==> config.mk <==
export PLATFORM = sky130hd
export DESIGN_NAME = fault_log_force_on_regs
export DESIGN_NICKNAME = d
export VERILOG_FILES = /design/src/hdl/fault_log_pkg.sv /design/src/hdl/fault_log_force_on_regs.sv /design/src/hdl/sticky_flag.sv
export SDC_FILE = /design/constraint.sdc
export NUM_CORES = 1
export LEC_CHECK = 0
export BUFFER_PORTS_ARGS = -buffer_cell sky130_fd_sc_hd__buf_2
export CAP_MARGIN = 20
export CORE_UTILIZATION = 50
export CTS_CLUSTER_SIZE = 30
export DETAILED_ROUTE_END_ITERATION = 12
export HOLD_SLACK_MARGIN = 0.1
export PLACE_DENSITY_LB_ADDON = 0.1
export SYNTH_ARGS = -nofsm -noshare
export SYNTH_HDL_FRONTEND = slang
export SYNTH_HIERARCHICAL = 1
export SYNTH_SLANG_ARGS = --single-unit
export TNS_END_PERCENT = 30
==> constraint.sdc <==
create_clock -name ref_clk -period 2.46 [get_ports ref_clk]
set_clock_uncertainty 0.1 [all_clocks]
set_input_delay 0.246 -clock ref_clk [delete_from_list [all_inputs] [get_ports ref_clk]]
set_output_delay 0.246 -clock ref_clk [all_outputs]
set_load 0.01 [all_outputs]
==> src/hdl/fault_log_pkg.sv <==
package fault_log_pkg;
	// Register offsets
	localparam logic [7:0] ADDR_TRIP_LOG  = 8'h5f;
	localparam logic [7:0] ADDR_UV_FLAGS  = 8'h63;
	localparam logic [7:0] ADDR_OV_FLAGS  = 8'h64;
	localparam logic [7:0] ADDR_OC_FLAGS  = 8'h65;
	localparam logic [7:0] ADDR_FORCE_KEY = 8'h67;
	localparam logic [7:0] ADDR_FORCE_CTL = 8'h68;
	// Reset values and constants
	localparam logic [7:0] RST_FLAGS      = 8'h00;
	localparam logic [7:0] RST_KEY        = 8'h00;
	localparam logic [3:0] RST_FORCE      = 4'h0;
	localparam logic [7:0] UNLOCK_KEY     = 8'ha5;
	// Field positions: warning low nibble, critical/slow-trip high nibble
	localparam int         WARN_LSB       = 0;
	localparam int         CRIT_LSB       = 4;
	localparam int         NUM_CH         = 4;
endpackage

==> src/hdl/fault_log_force_on_regs.sv <==
`timescale 1ns/1ps
// Function
// Force-on control bits 3:0, upper zero
// Key register, unlocks force-on at A5
// Fault events set per-channel status bits
// Breaker shutdowns logged slow and fast
// Undervoltage warning low, critical high nibble
// Overvoltage warning low, critical high nibble
// Overcurrent warnings low nibble, upper unused
// Per-channel fault output on breaker shutdown
// Attention output when anything logged
// Forced channel enabled, never fault-shut
// Locked key makes force bits ineffective
// Attention active low, OR of logs
// Trip log held until zero write/restart
// Fault bits sticky until host clears
module fault_log_force_on_regs
	import fault_log_pkg::*;
(
	input  wire logic       ref_clk,
	input  wire logic       rst,
	input  wire logic       regWr,
	input  wire logic [7:0] regAddr,
	input  wire logic [7:0] regWdata,
	output logic      [7:0] regRdata,
	input  wire logic [3:0] lowVoltWarnEv,
	input  wire logic [3:0] lowVoltCritEv,
	input  wire logic [3:0] highVoltWarnEv,
	input  wire logic [3:0] highVoltCritEv,
	input  wire logic [3:0] overcurrentWarnEv,
	input  wire logic [3:0] slowTripEv,
	input  wire logic [3:0] fastTripEv,
	input  wire logic [3:0] channelRestart,
	input  wire logic [3:0] channelEnableIn,
	input  wire logic [3:0] faultShutdownReq,
	output logic      [3:0] channelForceFlag,
	output logic      [3:0] channelOn,
	output logic      [3:0] faultOut_n,
	output logic      [3:0] faultOutEn,
	output logic            alert_n,
	output logic            alertEn
);
	typedef struct packed {
		logic [7:0] key_ff;
		logic [3:0] force_ff;
		logic [7:0] rdata_ff;
	} state_t;
	state_t st_ff;
	state_t nxt_st;

	logic [7:0] uvFlags;
	logic [7:0] ovFlags;
	logic [3:0] ocFlags;
	logic [7:0] tripLog;
	logic       unlocked;
	logic [3:0] forceEff;

	logic [7:0] rdWord;
	logic [3:0] tripClr;
	logic [3:0] tripPerCh;
	logic [3:0] logAny;

	// Address decode for the write strobes; the read mux decodes regAddr itself
	logic hitTrip;
	logic hitUv;
	logic hitOv;
	logic hitOc;
	logic hitKey;
	logic hitCtl;
	assign hitTrip = (regAddr == ADDR_TRIP_LOG);
	assign hitUv   = (regAddr == ADDR_UV_FLAGS);
	assign hitOv   = (regAddr == ADDR_OV_FLAGS);
	assign hitOc   = (regAddr == ADDR_OC_FLAGS);
	assign hitKey  = (regAddr == ADDR_FORCE_KEY);
	assign hitCtl  = (regAddr == ADDR_FORCE_CTL);

	// Write strobes; any data clears a fault log, the trip log only zero
	logic clrUv;
	logic clrOv;
	logic clrOc;
	logic clrTrip;
	assign clrUv   = regWr && hitUv;
	assign clrOv   = regWr && hitOv;
	assign clrOc   = regWr && hitOc;
	assign clrTrip = regWr && hitTrip && (regWdata == 8'h00);

	// Trip bits of a channel also clear when that channel restarts
	assign tripClr = {4{clrTrip}} | channelRestart;

	// Sticky log bits, seven per channel; a set beats a clear
	genvar ch;
	generate
		for (ch = 0; ch < NUM_CH; ch++) begin : g_ch
			// Undervoltage warning, low nibble
			sticky_flag uvWarn (
				.ref_clk (ref_clk),
				.rst     (rst),
				.setEv   (lowVoltWarnEv[ch]),
				.clrEv   (clrUv),
				.flag    (uvFlags[WARN_LSB+ch])
			);

			// Undervoltage critical, high nibble
			sticky_flag uvCrit (
				.ref_clk (ref_clk),
				.rst     (rst),
				.setEv   (lowVoltCritEv[ch]),
				.clrEv   (clrUv),
				.flag    (uvFlags[CRIT_LSB+ch])
			);

			// Overvoltage warning, low nibble
			sticky_flag ovWarn (
				.ref_clk (ref_clk),
				.rst     (rst),
				.setEv   (highVoltWarnEv[ch]),
				.clrEv   (clrOv),
				.flag    (ovFlags[WARN_LSB+ch])
			);

			// Overvoltage critical, high nibble
			sticky_flag ovCrit (
				.ref_clk (ref_clk),
				.rst     (rst),
				.setEv   (highVoltCritEv[ch]),
				.clrEv   (clrOv),
				.flag    (ovFlags[CRIT_LSB+ch])
			);

			// Overcurrent warning, low nibble only
			sticky_flag ocWarn (
				.ref_clk (ref_clk),
				.rst     (rst),
				.setEv   (overcurrentWarnEv[ch]),
				.clrEv   (clrOc),
				.flag    (ocFlags[ch])
			);

			// Slow trip, high nibble of the trip log
			sticky_flag slowTrip (
				.ref_clk (ref_clk),
				.rst     (rst),
				.setEv   (slowTripEv[ch]),
				.clrEv   (tripClr[ch]),
				.flag    (tripLog[CRIT_LSB+ch])
			);

			// Fast trip, low nibble of the trip log
			sticky_flag fastTrip (
				.ref_clk (ref_clk),
				.rst     (rst),
				.setEv   (fastTripEv[ch]),
				.clrEv   (tripClr[ch]),
				.flag    (tripLog[WARN_LSB+ch])
			);

			// Breaker shutdown of this channel, either trip
			assign tripPerCh[ch] = tripLog[CRIT_LSB+ch] | tripLog[WARN_LSB+ch];
		end
	endgenerate

	// Force bits are kept while locked and only count once unlocked
	assign unlocked = (st_ff.key_ff == UNLOCK_KEY);
	assign forceEff = unlocked ? st_ff.force_ff : 4'h0;

	// Read mux; reads have no side effects
	always_comb begin
		unique case (regAddr)
			ADDR_TRIP_LOG:  rdWord = tripLog;
			ADDR_UV_FLAGS:  rdWord = uvFlags;
			ADDR_OV_FLAGS:  rdWord = ovFlags;
			ADDR_OC_FLAGS:  rdWord = {4'h0, ocFlags};
			ADDR_FORCE_KEY: rdWord = st_ff.key_ff;
			ADDR_FORCE_CTL: rdWord = {4'h0, st_ff.force_ff};
			default:        rdWord = 8'h00;
		endcase
	end

	// Register writes and the registered read word
	always_comb begin
		nxt_st = st_ff;
		if (regWr && hitKey) begin
			nxt_st.key_ff = regWdata;
		end
		if (regWr && hitCtl) begin
			nxt_st.force_ff = regWdata[3:0];
		end
		nxt_st.rdata_ff = rdWord;
	end

	// Register the state
	always_ff @(posedge ref_clk or posedge rst) begin
		if (rst) begin
			st_ff.key_ff   <= RST_KEY;
			st_ff.force_ff <= RST_FORCE;
			st_ff.rdata_ff <= RST_FLAGS;
		end else begin
			st_ff <= nxt_st;
		end
	end

	// Registered read word to the port
	assign regRdata         = st_ff.rdata_ff;

	// Effective force flags, gated by the key
	assign channelForceFlag = forceEff;

	// Forced channels on and immune to fault shutdown
	assign channelOn = forceEff | (channelEnableIn & ~faultShutdownReq);

	// Fault pins pulled low on a logged breaker trip
	assign faultOut_n = 4'h0;
	assign faultOutEn = tripPerCh;

	// Attention sources, one per log register
	assign logAny[0] = |tripLog;
	assign logAny[1] = |uvFlags;
	assign logAny[2] = |ovFlags;
	assign logAny[3] = |ocFlags;

	// Attention pulled low while anything is logged
	assign alert_n = 1'b0;
	assign alertEn = |logAny;
endmodule

==> src/hdl/sticky_flag.sv <==
`timescale 1ns/1ps
// One sticky bit; a set in the same cycle as a clear wins
module sticky_flag
(
	input  wire logic ref_clk,
	input  wire logic rst,
	input  wire logic setEv,
	input  wire logic clrEv,
	output logic      flag
);
	typedef struct packed {
		logic bit_ff;
	} state_t;
	state_t st_ff;
	state_t nxt_st;

	// Set dominates clear
	always_comb begin
		nxt_st = st_ff;
		if (clrEv) begin
			nxt_st.bit_ff = 1'b0;
		end
		if (setEv) begin
			nxt_st.bit_ff = 1'b1;
		end
	end

	// Register the state
	always_ff @(posedge ref_clk or posedge rst) begin
		if (rst) begin
			st_ff <= '0;
		end else begin
			st_ff <= nxt_st;
		end
	end

	assign flag = st_ff.bit_ff;
endmodule

Word-level counts from Yosys, hierarchy flattened
Index checks and enable logic that the tools add are counted.
{"block": "word_totals", "regBits": 48, "in_bits": 59, "word_cells": 120}
{"block": "op_classes", "n_eq_ne": 7, "muxes": 37, "bitwise": 8, "n_reduce_logical": 37}
{"cell": "$reduce_bool A2 Y1", "count": 28}
{"cell": "$eq A8 B7 Y1 const B", "count": 6}
{"cell": "$pmux W8 S6", "count": 1}
{"cell": "$mux W1", "count": 35}
{"cell": "$reduce_or A28 Y1", "count": 1}
{"cell": "$eq A8 B8 Y1 const B", "count": 1}
{"cell": "$logic_not A8 Y1", "count": 1}
{"cell": "$or A4 B4 Y4", "count": 2}
{"cell": "$logic_and A1 B1 Y1", "count": 7}
{"cell": "$and A4 B4 Y4", "count": 1}
{"cell": "$mux W4", "count": 1}
{"cell": "$not A4 Y4", "count": 1}
{"cell": "$or A1 B1 Y1", "count": 4}

Longest topological paths before layout
Gate-level depths: netlist (run 1).
{"block": "logic_depth", "depth_word": 6, "depth_mapped": 6, "ltp_nobuf": 6}

Modules after synthesis
Netlist (run 1), hierarchy kept.
{"mod": "fault_log_force_on_regs", "n_inst": 1, "cells_per_inst": 129, "area_each_um2": 1338.8}
{"mod": "sticky_flag", "n_inst": 28, "cells_per_inst": 4, "area_each_um2": 40.0}

Least setup slack after synthesis (run 1)
No wires, ideal clock.
{"block": "synth_path", "path_type": "input -> register", "from": "input port regAddr[7]", "to": "register g_ch[0].uvCrit.st_ff", "arrival_ns": 1.546, "slack_ns": 0.695, "path_stages": 5, "n_path_buf": 0, "path_cell_list": "nand4b_2 nor4_2 and2_1 inv_1 a21o_1"}
{"block": "synth_between", "elab_chain_cells": 3}
{"item": "start, declared", "line_no": "fault_log_force_on_regs.sv:23", "source": "input wire logic [7:0] regAddr,"}
{"item": "$eq A8 B7 Y1", "line_no": "fault_log_force_on_regs.sv:71", "source": "assign hitUv = (regAddr == ADDR_UV_FLAGS);"}
{"item": "$logic_and A1 B1 Y1", "line_no": "fault_log_force_on_regs.sv:82", "source": "assign clrUv = regWr && hitUv;"}
{"item": "net clrUv", "line_no": "fault_log_force_on_regs.sv:78", "source": "logic clrUv;"}
{"item": "$reduce_bool A2 Y1 (no line)"}
{"item": "end signal, assigned", "line_no": "sticky_flag.sv:33", "source": "st_ff <= nxt_st;"}
{"item": "end, declared", "line_no": "sticky_flag.sv:14", "source": "state_t st_ff;"}
The timed path passes the listed nets, and every way through them passes these cells.
A chain may end at the register's enable or synchronous reset.

Worst setup path after layout (run 1)
{"block": "layout_path", "from": "register g_ch[0].slowTrip.st_ff", "to": "output port alertEn"}
{"block": "layout_between", "elab_chain_cells": 1}
{"item": "start, declared", "line_no": "sticky_flag.sv:14"}
{"item": "start signal, assigned", "line_no": "sticky_flag.sv:33"}
{"item": "$reduce_or A28 Y1", "line_no": "fault_log_force_on_regs.sv:223", "source": "assign alertEn = |logAny;"}
{"item": "end, declared", "line_no": "fault_log_force_on_regs.sv:41", "source": "output logic alertEn"}
Every way passes these cells.

==> results of run 1 <==
registers in the layout (all words and copies together) (netlist names):
name / cells
g_ch.fastTrip/flag: 4
g_ch.ocWarn/flag: 4
g_ch.ovCrit/flag: 4
g_ch.ovWarn/flag: 4
g_ch.slowTrip/flag: 4
g_ch.uvCrit/flag: 4
g_ch.uvWarn/flag: 4
regRdata: 8
st_ff: 12
layer usage:
| layer | vias up | GRT usage |
|---|---|---|
| met4 | 0 | 0.0697 |
| met5 | - | 0 |
| li1 | 1005 | - |
| met1 | 954 | 0.302 |
| met2 | 74 | 0.391 |
| met3 | 6 | 0.0472 |
cell families after synthesis:
group / after synthesis / share of synthesized area
buffers and inverters: 77 / 0.137
other: 1 / 0.00152
DFF: 48 / 0.488
muxes: 12 / 0.0610
and+or+nand+nor: 47 / 0.135
AOI/OAI and AO/OA: 56 / 0.177
Yosys cell counts:
cell,count,share of area
mux2_4,4,0.024
and4_1,1,0.0036
nand2_1,3,0.0046
or3_4,1,0.0046
buf_4,13,0.040
nor2_1,5,0.0076
o221ai_1,4,0.014
conb_1,1,0.0015
and2b_2,1,0.0036
nor4_2,1,0.0051
nand4_1,1,0.0025
dfrtp_1,48,0.49
and4b_1,1,0.0041
clkbuf_1,2,0.0031
nand2b_1,2,0.0051
nor4_1,9,0.023
a21o_1,32,0.098
or2_2,9,0.023
mux2_2,8,0.037
a22oi_1,16,0.049
a221o_1,4,0.016
and4bb_2,2,0.010
nor3b_2,1,0.0051
nand4b_2,1,0.0061
nand4bb_1,1,0.0046
or3b_4,1,0.0046
inv_1,62,0.095
and2_1,7,0.018
worst max path at each step:
| stage | slack (ns) | cells past startpoint | startpoint | to |
|---|---|---|---|---|
| 2_1_floorplan | 0.70 | 5 | regAddr[7] | g_ch[0].uvCrit/flag |
| 3_3_place_gp | 0.54 | 5 | g_ch[0].slowTrip/flag | alertEn |
| 3_5_place_dp | 0.53 | 5 | g_ch[0].slowTrip/flag | alertEn |
| 4_1_cts | 0.19 | 5 | g_ch[0].slowTrip/flag | alertEn |
| 5_1_grt | 0.12 | 5 | g_ch[0].slowTrip/flag | alertEn |
| 6_report | 0.20 | 5 | g_ch[0].slowTrip/flag | alertEn |
worst register-to-register path: cells and delay by family (launching register included):
family | cells | cell delay, ns
AOI/OAI and AO/OA | 2 | 0.53
DFF | 1 | 0.42
and+or+nand+nor | 1 | 0.07
cells in the final DEF (no fill, tap or decap), types with 5 or more instances in the layout:
cell / n
buf_2: 79
nor4_1: 9
clkbuf_8: 5
mux2_2: 8
a21o_1: 32
conb_1: 5
and2_1: 7
or2_2: 9
inv_1: 62
nor2_1: 5
a22oi_1: 16
dfrtp_1: 48
dlygate4sd3_1: 34
report_power, final:
group,internal (mW),total (mW),switching [mW],leakage (nW)
combinational,0.108,0.189,0.0813,1.05
sequential,0.809,0.827,0.0181,0.538
clock,0.301,0.562,0.262,0.0541
layout make-up:
cell class                 count  area [um^2]  share of cell area
sequential                    48         1200               0.363
multi-input combinational    120          936               0.283
timing repair buffer         114          743               0.225
inverter                      62          233              0.0703
tap                           67         83.8              0.0253
clock buffer                   5         68.8              0.0208
clock inverter                 3         42.5              0.0129
==> impl_metrics.ini, run 1 <==
[setup_path]
arrival_ns = 1.91
path_buf_inv = 1
cpMaxStageDelayCell = dfrtp_1
critPathRequiredTime_ns = 2.11
r2r_end = regRdata[6]
slowest_delay_ns = 0.39
cp_cell_sequence = or2_2, or2_2, nor4_1, nand4_1, buf_2
critical_path.top_delay_family = simple AND/OR/NAND/NOR gates
cpMostUsedCell = or2_2
regToRegSetupSlack_ns = 1.22
startpoint_type = flip-flop
critPathKind = flip-flop to output port
worstPathMaxFanout = 3
crit_path_end_kind = output port
reg2regPathDepth = 3
r2r-start = st_ff[18]

[sta]
setup_ws_ns = 0.203
fin_crit_ns = 2.26
final.setup.tns_ns = 0
worst_hold_slack_ns = 0.110
drv_slew = 0
slew_headroom = 0.528
final.period_utilization = 0.918
max_freq_ghz = 0.443
worstMarginPinSlew_ns = 0.706
hold_viol = 0
rsz0062_at_grt = false
finalSetupViolCount = 0

[final_layout]
fin_area_um2 = 3310
stdcell_count = 419
antennaDiodeCount = 0
layout-drive-gt1-share = 0.332
area_growth_pct = 34.5
layout.nets = 410
postLayoutCoreUtil = 0.700
fillers = 369

[floorplan]
ios = 85
initial_core_util = 0.521
dieArea_um2 = 5200
rows = 25
die_height_um = 72.1
core-area_um2 = 4720
fp.dieW_um = 72.1

[routing]
dr.pass1.iters = 4
first_iter_violations = 90
drc = 0
num_vias = 2039
viasPerCell = 4.87
wl_met1_mm = 2.57
highest_layer = met4
ant_nets = 0
wl_per_cell_um = 13.7
wl_met3_um = 318
routed-wl-met2_mm = 2.80
finalWirelength_mm = 5.75

[logic_synthesis]
yosysUniqueCellTypes = 28
synth_area_um2 = 2460
synthCells = 241
synth_area_per_cell_um2 = 10.2
yosysWarnings = 6
synth_seq_cells = 48
ys_seq_area_frac = 0.488

[clock_network]
cts_tree = done
root_buffer = clkbuf_8
clock_sinks = 48
clk_path_buf_depth = 2
postCtsResizedCells = 0
postCtsSetupRepairBufs = 0
numCtsBuffers = 5
clk_pin_slew_ns = 0.09
cts_max_level = 2
clk_latency_ns = 0.31
cts-hold-fix-buffers = 32

[placement]
gp_congestion = 0.846
dpl.hpwl_mm = 4.33
place_ws_ns = 0.527
dpl.cell_count = 377
placed_area_um2 = 2860
portBuffers = 79

[pwr]
powerDensity_nw_per_um2 = 477
total_power_mw = 1.58
leakage_nw = 1.64
ir_worst_vdd_v = 0.000348

[worst_hold_path]
min_to = st_ff[11]
hp-start = regWdata[3]
hold_path_class = input pin to flip-flop
whs_path_depth = 2

[grt]
grt_pass1_wl_mm = 8.92
grt_usage = 0.232
first_global_vias = 1957
grt-ovfl-total = 0
grt_antenna_before_repair = 0
grt_start_max_net_pins = 30

[run_status]
status = complete, no violations

[job]
max-cap-violations = 0
Power figures use the tool's default switching activity.
==> run 2, diff against run 1 <==
==> constraint.sdc (replaced) <==
create_clock -name ref_clk -period 2.46 [get_ports ref_clk]
set_clock_uncertainty 0.1 [all_clocks]
set_input_delay 0.123 -clock ref_clk [delete_from_list [all_inputs] [get_ports ref_clk]]
set_output_delay 0.123 -clock ref_clk [all_outputs]
set_load 0.01 [all_outputs]
==> run 2 against run 1 <==
Effect of this change: non-clock buffer count increased by 3; sequential share of layout area decreased by 0.14 points; final cell count increased by 0.72%; final area increased by 0.38%; wire length increased by 0.43%; sequential cell count unchanged; critical endpoint unchanged; sequential power about the same; total power decreased by 5.0%; critical path depth unchanged; worst setup slack improved by 0.093 ns; global-route usage increased by 1.5 points.
==> impl_metrics.ini, run 2 (synthesis results as in run 1) <==
[grt]
busiest_layer = met2
grt_usage = 0.247
use_met1 = 0.330
grt-ovfl-total = 0
grt_start_max_net_pins = 30
grt_pass1_wl_mm = 9.56
grt_antenna_before_repair = 0
grt.met2_usage = 0.403
first_global_vias = 2052
grtUsageMet3 = 0.0486

[setup_path]
worstPathMaxFanout = 3
critical_path.top_delay_family = simple AND/OR/NAND/NOR gates
cpMaxStageDelayCell = dfrtp_1
cpMostUsedCell = or2_2
cp_cell_sequence = or2_2, or2_2, nor4_1, nand4_1, buf_2
critPathRequiredTime_ns = 2.24
path_buf_inv = 1
critPathKind = flip-flop to output port
crit_path_end_kind = output port
slowest_delay_ns = 0.40
startpoint_type = flip-flop
arrival_ns = 1.94

[worst_hold_path]
hold_path_class = input pin to flip-flop

[pwr]
ir_worst_vdd_v = 0.000363
leakage_nw = 1.65
powerDensity_nw_per_um2 = 451
total_power_mw = 1.50

[clock_network]
clock_sinks = 48
postCtsResizedCells = 0
clk_pin_slew_ns = 0.09
root_buffer = clkbuf_8
cts_max_level = 2
cts-hold-fix-buffers = 37
numCtsBuffers = 5
clk_latency_ns = 0.30
clk_path_buf_depth = 2
cts_tree = done
postCtsSetupRepairBufs = 0

[floorplan]
core-area_um2 = 4720
rows = 25
fp.dieW_um = 72.1
ios = 85
initial_core_util = 0.521
dieArea_um2 = 5200
die_height_um = 72.1

[final_layout]
layout-drive-gt1-share = 0.327
postLayoutCoreUtil = 0.703
final_cell_mix = buf_2, inv_1, dfrtp_1
regMostFlops = st_ff
final_common_cell = buf_2
antennaDiodeCount = 0
largest_reg_flops = 12
stdcell_count = 422
fin_area_um2 = 3320
layout.nets = 413
area_growth_pct = 35.0

[sta]
max_freq_ghz = 0.462
finalSetupViolCount = 0
fin_crit_ns = 2.16
worst_hold_slack_ns = 0.114
drv_slew = 0
hold_viol = 0
slew_headroom = 0.530
final.period_utilization = 0.880
setup_ws_ns = 0.295
worstMarginPinSlew_ns = 0.704
final.setup.tns_ns = 0
rsz0062_at_grt = false

[run_status]
status = complete, no violations

[routing]
drc = 0
num_vias = 2040
wl_per_cell_um = 13.7
ant_nets = 0
finalWirelength_mm = 5.78
first_iter_violations = 138
dr.pass1.iters = 4
viasPerCell = 4.83

[job]
max-cap-violations = 0

[placement]
placed_area_um2 = 2860
dpl.cell_count = 377
gp_congestion = 0.863
dpl.hpwl_mm = 4.24
place_ws_ns = 0.645
portBuffers = 79
==> run 2: cell count changes in the layout (fill, tap and decap cells not counted) <==
| cell | before | now |
|---|---|---|
| dlygate4sd3_1 | 34 | 37 |
| bufinv_16 | 1 | 0 |
| clkbuf_1 | 0 | 1 |
| clkbuf_8 | 5 | 6 |
| clkinv_2 | 1 | 0 |
==> run 2: final timing paths <==
check                                            from                    end  slack, ns  depth (start not counted)
worst min-delay path                channelRestart[3]  g_ch[3].fastTrip/flag       0.11                          4
worst max-delay path            g_ch[0].slowTrip/flag                alertEn       0.30                          5
worst max register to register              st_ff[16]            regRdata[4]       1.24                          3
worst min register to register    g_ch[2].ovCrit/flag    g_ch[2].ovCrit/flag       0.41                          1
min in group asynchronous                         rst  g_ch[0].fastTrip/flag       0.32                          3
max in group asynchronous                         rst            regRdata[2]       1.16                          3
==> run 2: layout make-up <==
cell class,count,area (um^2)
Clock buffer,7,86.3
Clock inverter,1,7.51
Fill cell,377,1400
Inverter,62,233
Multi-Input combinational cell,120,936
Sequential cell,48,1200
Tap cell,67,83.8
Timing Repair Buffer,117,773
==> run 2: worst min-delay path, delay by kind of cell <==
family                 cells  cell delay (ns)
AOI/OAI and AO/OA          1             0.16
and+or+nand+nor            1             0.10
buffers and inverters      2             0.10
==> run 2: power breakdown <==
group / internal, mW / leakage (nW) / switching [mW]
registers: 0.809 / 0.538 / 0.0180
clock network: 0.228 / 0.0445 / 0.251
logic: 0.111 / 1.06 / 0.0818
==> run 2: routing by layer <==
metal,up-vias,part of all wire,routed length (um)
li1,1010,-,-
met1,962,0.46,2650
met2,61,0.48,2790
met3,7,0.041,238
met4,0,0.017,97
met5,-,0,0
==> run 3, diff against run 2 <==
--- a/config.mk
+++ b/config.mk
@@ -5,11 +5,11 @@
 export SDC_FILE = /design/constraint.sdc
 export NUM_CORES = 1
 export LEC_CHECK = 0
-export BUFFER_PORTS_ARGS = -buffer_cell sky130_fd_sc_hd__buf_2
 export CAP_MARGIN = 20
 export CORE_UTILIZATION = 50
 export CTS_CLUSTER_SIZE = 30
 export DETAILED_ROUTE_END_ITERATION = 12
+export DONT_BUFFER_PORTS = 1
 export HOLD_SLACK_MARGIN = 0.1
 export PLACE_DENSITY_LB_ADDON = 0.1
 export SYNTH_ARGS = -nofsm -noshare
==> run 3 against run 2 <==
Effect of this change: wire length up 0.23%; final cell count down 15%; critical path type unchanged; via count down 7.6%; highest routed layer unchanged; register-to-register slack worse by 0.14 ns; clock-buffer cell count up 1; sequential power about the same; non-clock buffer count down 63; maximum frequency up 0.95%.
==> impl_metrics.ini, run 3 (synthesis results as in run 1) <==
[run_status]
status = complete, no violations

[setup_path]
crit_cells = 4
path_buf_inv = 0
worstPathMaxFanout = 3
cpMaxStageDelayCell = dfrtp_1
r2r_end = g_ch[0].slowTrip/flag
regToRegSetupSlack_ns = 1.10
cp_cell_sequence = or2_2, or2_2, nor4_1, nand4_1
crit_path_end_kind = output port
arrival_ns = 1.92
r2r-start = g_ch[0].slowTrip/flag
cpMostUsedCell = or2_2
cp-endpoint = alertEn
reg2regPathDepth = 2
cp-startpoint = g_ch[0].slowTrip/flag
slowest_delay_ns = 0.41
critical_path.top_delay_family = simple AND/OR/NAND/NOR gates
critPathKind = flip-flop to output port
critPathRequiredTime_ns = 2.24
startpoint_type = flip-flop

[routing]
drc = 0
dr.pass1.iters = 4
viasPerCell = 5.25
ant_nets = 0
finalWirelength_mm = 5.79
first_iter_violations = 108
num_vias = 1884
wl_per_cell_um = 16.1

[sta]
final.period_utilization = 0.872
hold_viol = 0
worstMarginPinSlew_ns = 0.723
max_freq_ghz = 0.466
drv_slew = 0
slew_headroom = 0.518
final.setup.tns_ns = 0
finalSetupViolCount = 0
worst_hold_slack_ns = 0.103
rsz0062_at_grt = false
fin_crit_ns = 2.14

[pwr]
powerDensity_nw_per_um2 = 473
ir_worst_vdd_v = 0.000429
total_power_mw = 1.47
leakage_nw = 1.37

[floorplan]
ios = 85
dieArea_um2 = 5200
rows = 25
fp.dieW_um = 72.1
initial_core_util = 0.521
die_height_um = 72.1
core-area_um2 = 4720

[clock_network]
numCtsBuffers = 5
cts_tree = done
clk_latency_ns = 0.31
clk_path_buf_depth = 2
cts-hold-fix-buffers = 51
postCtsSetupRepairBufs = 0
clock_sinks = 48
postCtsResizedCells = 0
root_buffer = clkbuf_8
clk_pin_slew_ns = 0.08
cts_max_level = 2

[grt]
grt_start_max_net_pins = 30
first_global_vias = 1847
grt_antenna_before_repair = 0
grt_pass1_wl_mm = 9.30
grt-ovfl-total = 0
grt_usage = 0.240

[worst_hold_path]
whs_path_depth = 2
hold_path_class = input pin to flip-flop

[final_layout]
stdcell_count = 359
largest_reg_flops = 12
postLayoutCoreUtil = 0.656
antennaDiodeCount = 0
final_cell_mix = inv_1, dlygate4sd3_1, dfrtp_1
regMostFlops = st_ff
layout-drive-gt1-share = 0.127
layout.nets = 350
final_common_cell = inv_1
area_growth_pct = 25.9

[placement]
portBuffers = 0
dpl.cell_count = 298
dpl.hpwl_mm = 4.05
gp_congestion = 0.793

[job]
max-cap-violations = 0
run 3: cell types whose count changed in the layout (fill, tap and decap cells not counted), sizes merged:
cell | previous run | this run
buf | 80 | 1
clkinvlp | 1 | 0
clkbuf | 7 | 9
dlygate4sd3 | 37 | 52
run 3: worst min-delay path by stage:
stage                     from               endpoint  slack (ns)
global route             regWr               st_ff[9]        0.14
global placement           rst    g_ch[0].ovCrit/flag       -0.25
finish              regAddr[6]            regRdata[0]        0.10
floorplan                  rst  g_ch[0].fastTrip/flag       -0.25
CTS                      regWr               st_ff[9]        0.12
detailed placement         rst    g_ch[2].uvCrit/flag       -0.24
run 3: power breakdown:
group / internal [mW] / switching [mW] / total, mW
registers: 0.809 / 0.0194 / 0.828
logic: 0.0923 / 0.0649 / 0.157
clock network: 0.229 / 0.251 / 0.481
total: 1.13 / 0.336 / 1.47
run 3: per-layer routing:
metal  share of wire  track usage  wire length, um
met1            0.43        0.320             2500
met2            0.49        0.385             2820
met3           0.058       0.0556              334
met4           0.023       0.0893              135
met5               0            0                0
run 3: layout make-up:
cell class | instances | area (um^2)
Tap cell | 67 | 83.8
Clock buffer | 8 | 90.1
Multi-Input combinational cell | 120 | 936
Timing Repair Buffer | 54 | 553
Sequential cell | 48 | 1200
Inverter | 62 | 233
Fill cell | 394 | 1630
run 3: worst register-to-register path, delay by kind of cell, from the launching register on:
kind,cells,cell delay [ns]
AOI/OAI and AO/OA,1,0.16
DFF,1,0.41
buffers and inverters,1,0.58
run 3: stage by stage:
step	setup slack, ns	area (um^2)
4_1_cts	0.303	3060
3_3_place_gp	0.664	2460
5_1_grt	0.195	3100
6_report	0.316	3100
3_5_place_dp	0.645	2460
2_1_floorplan	0.818	2470
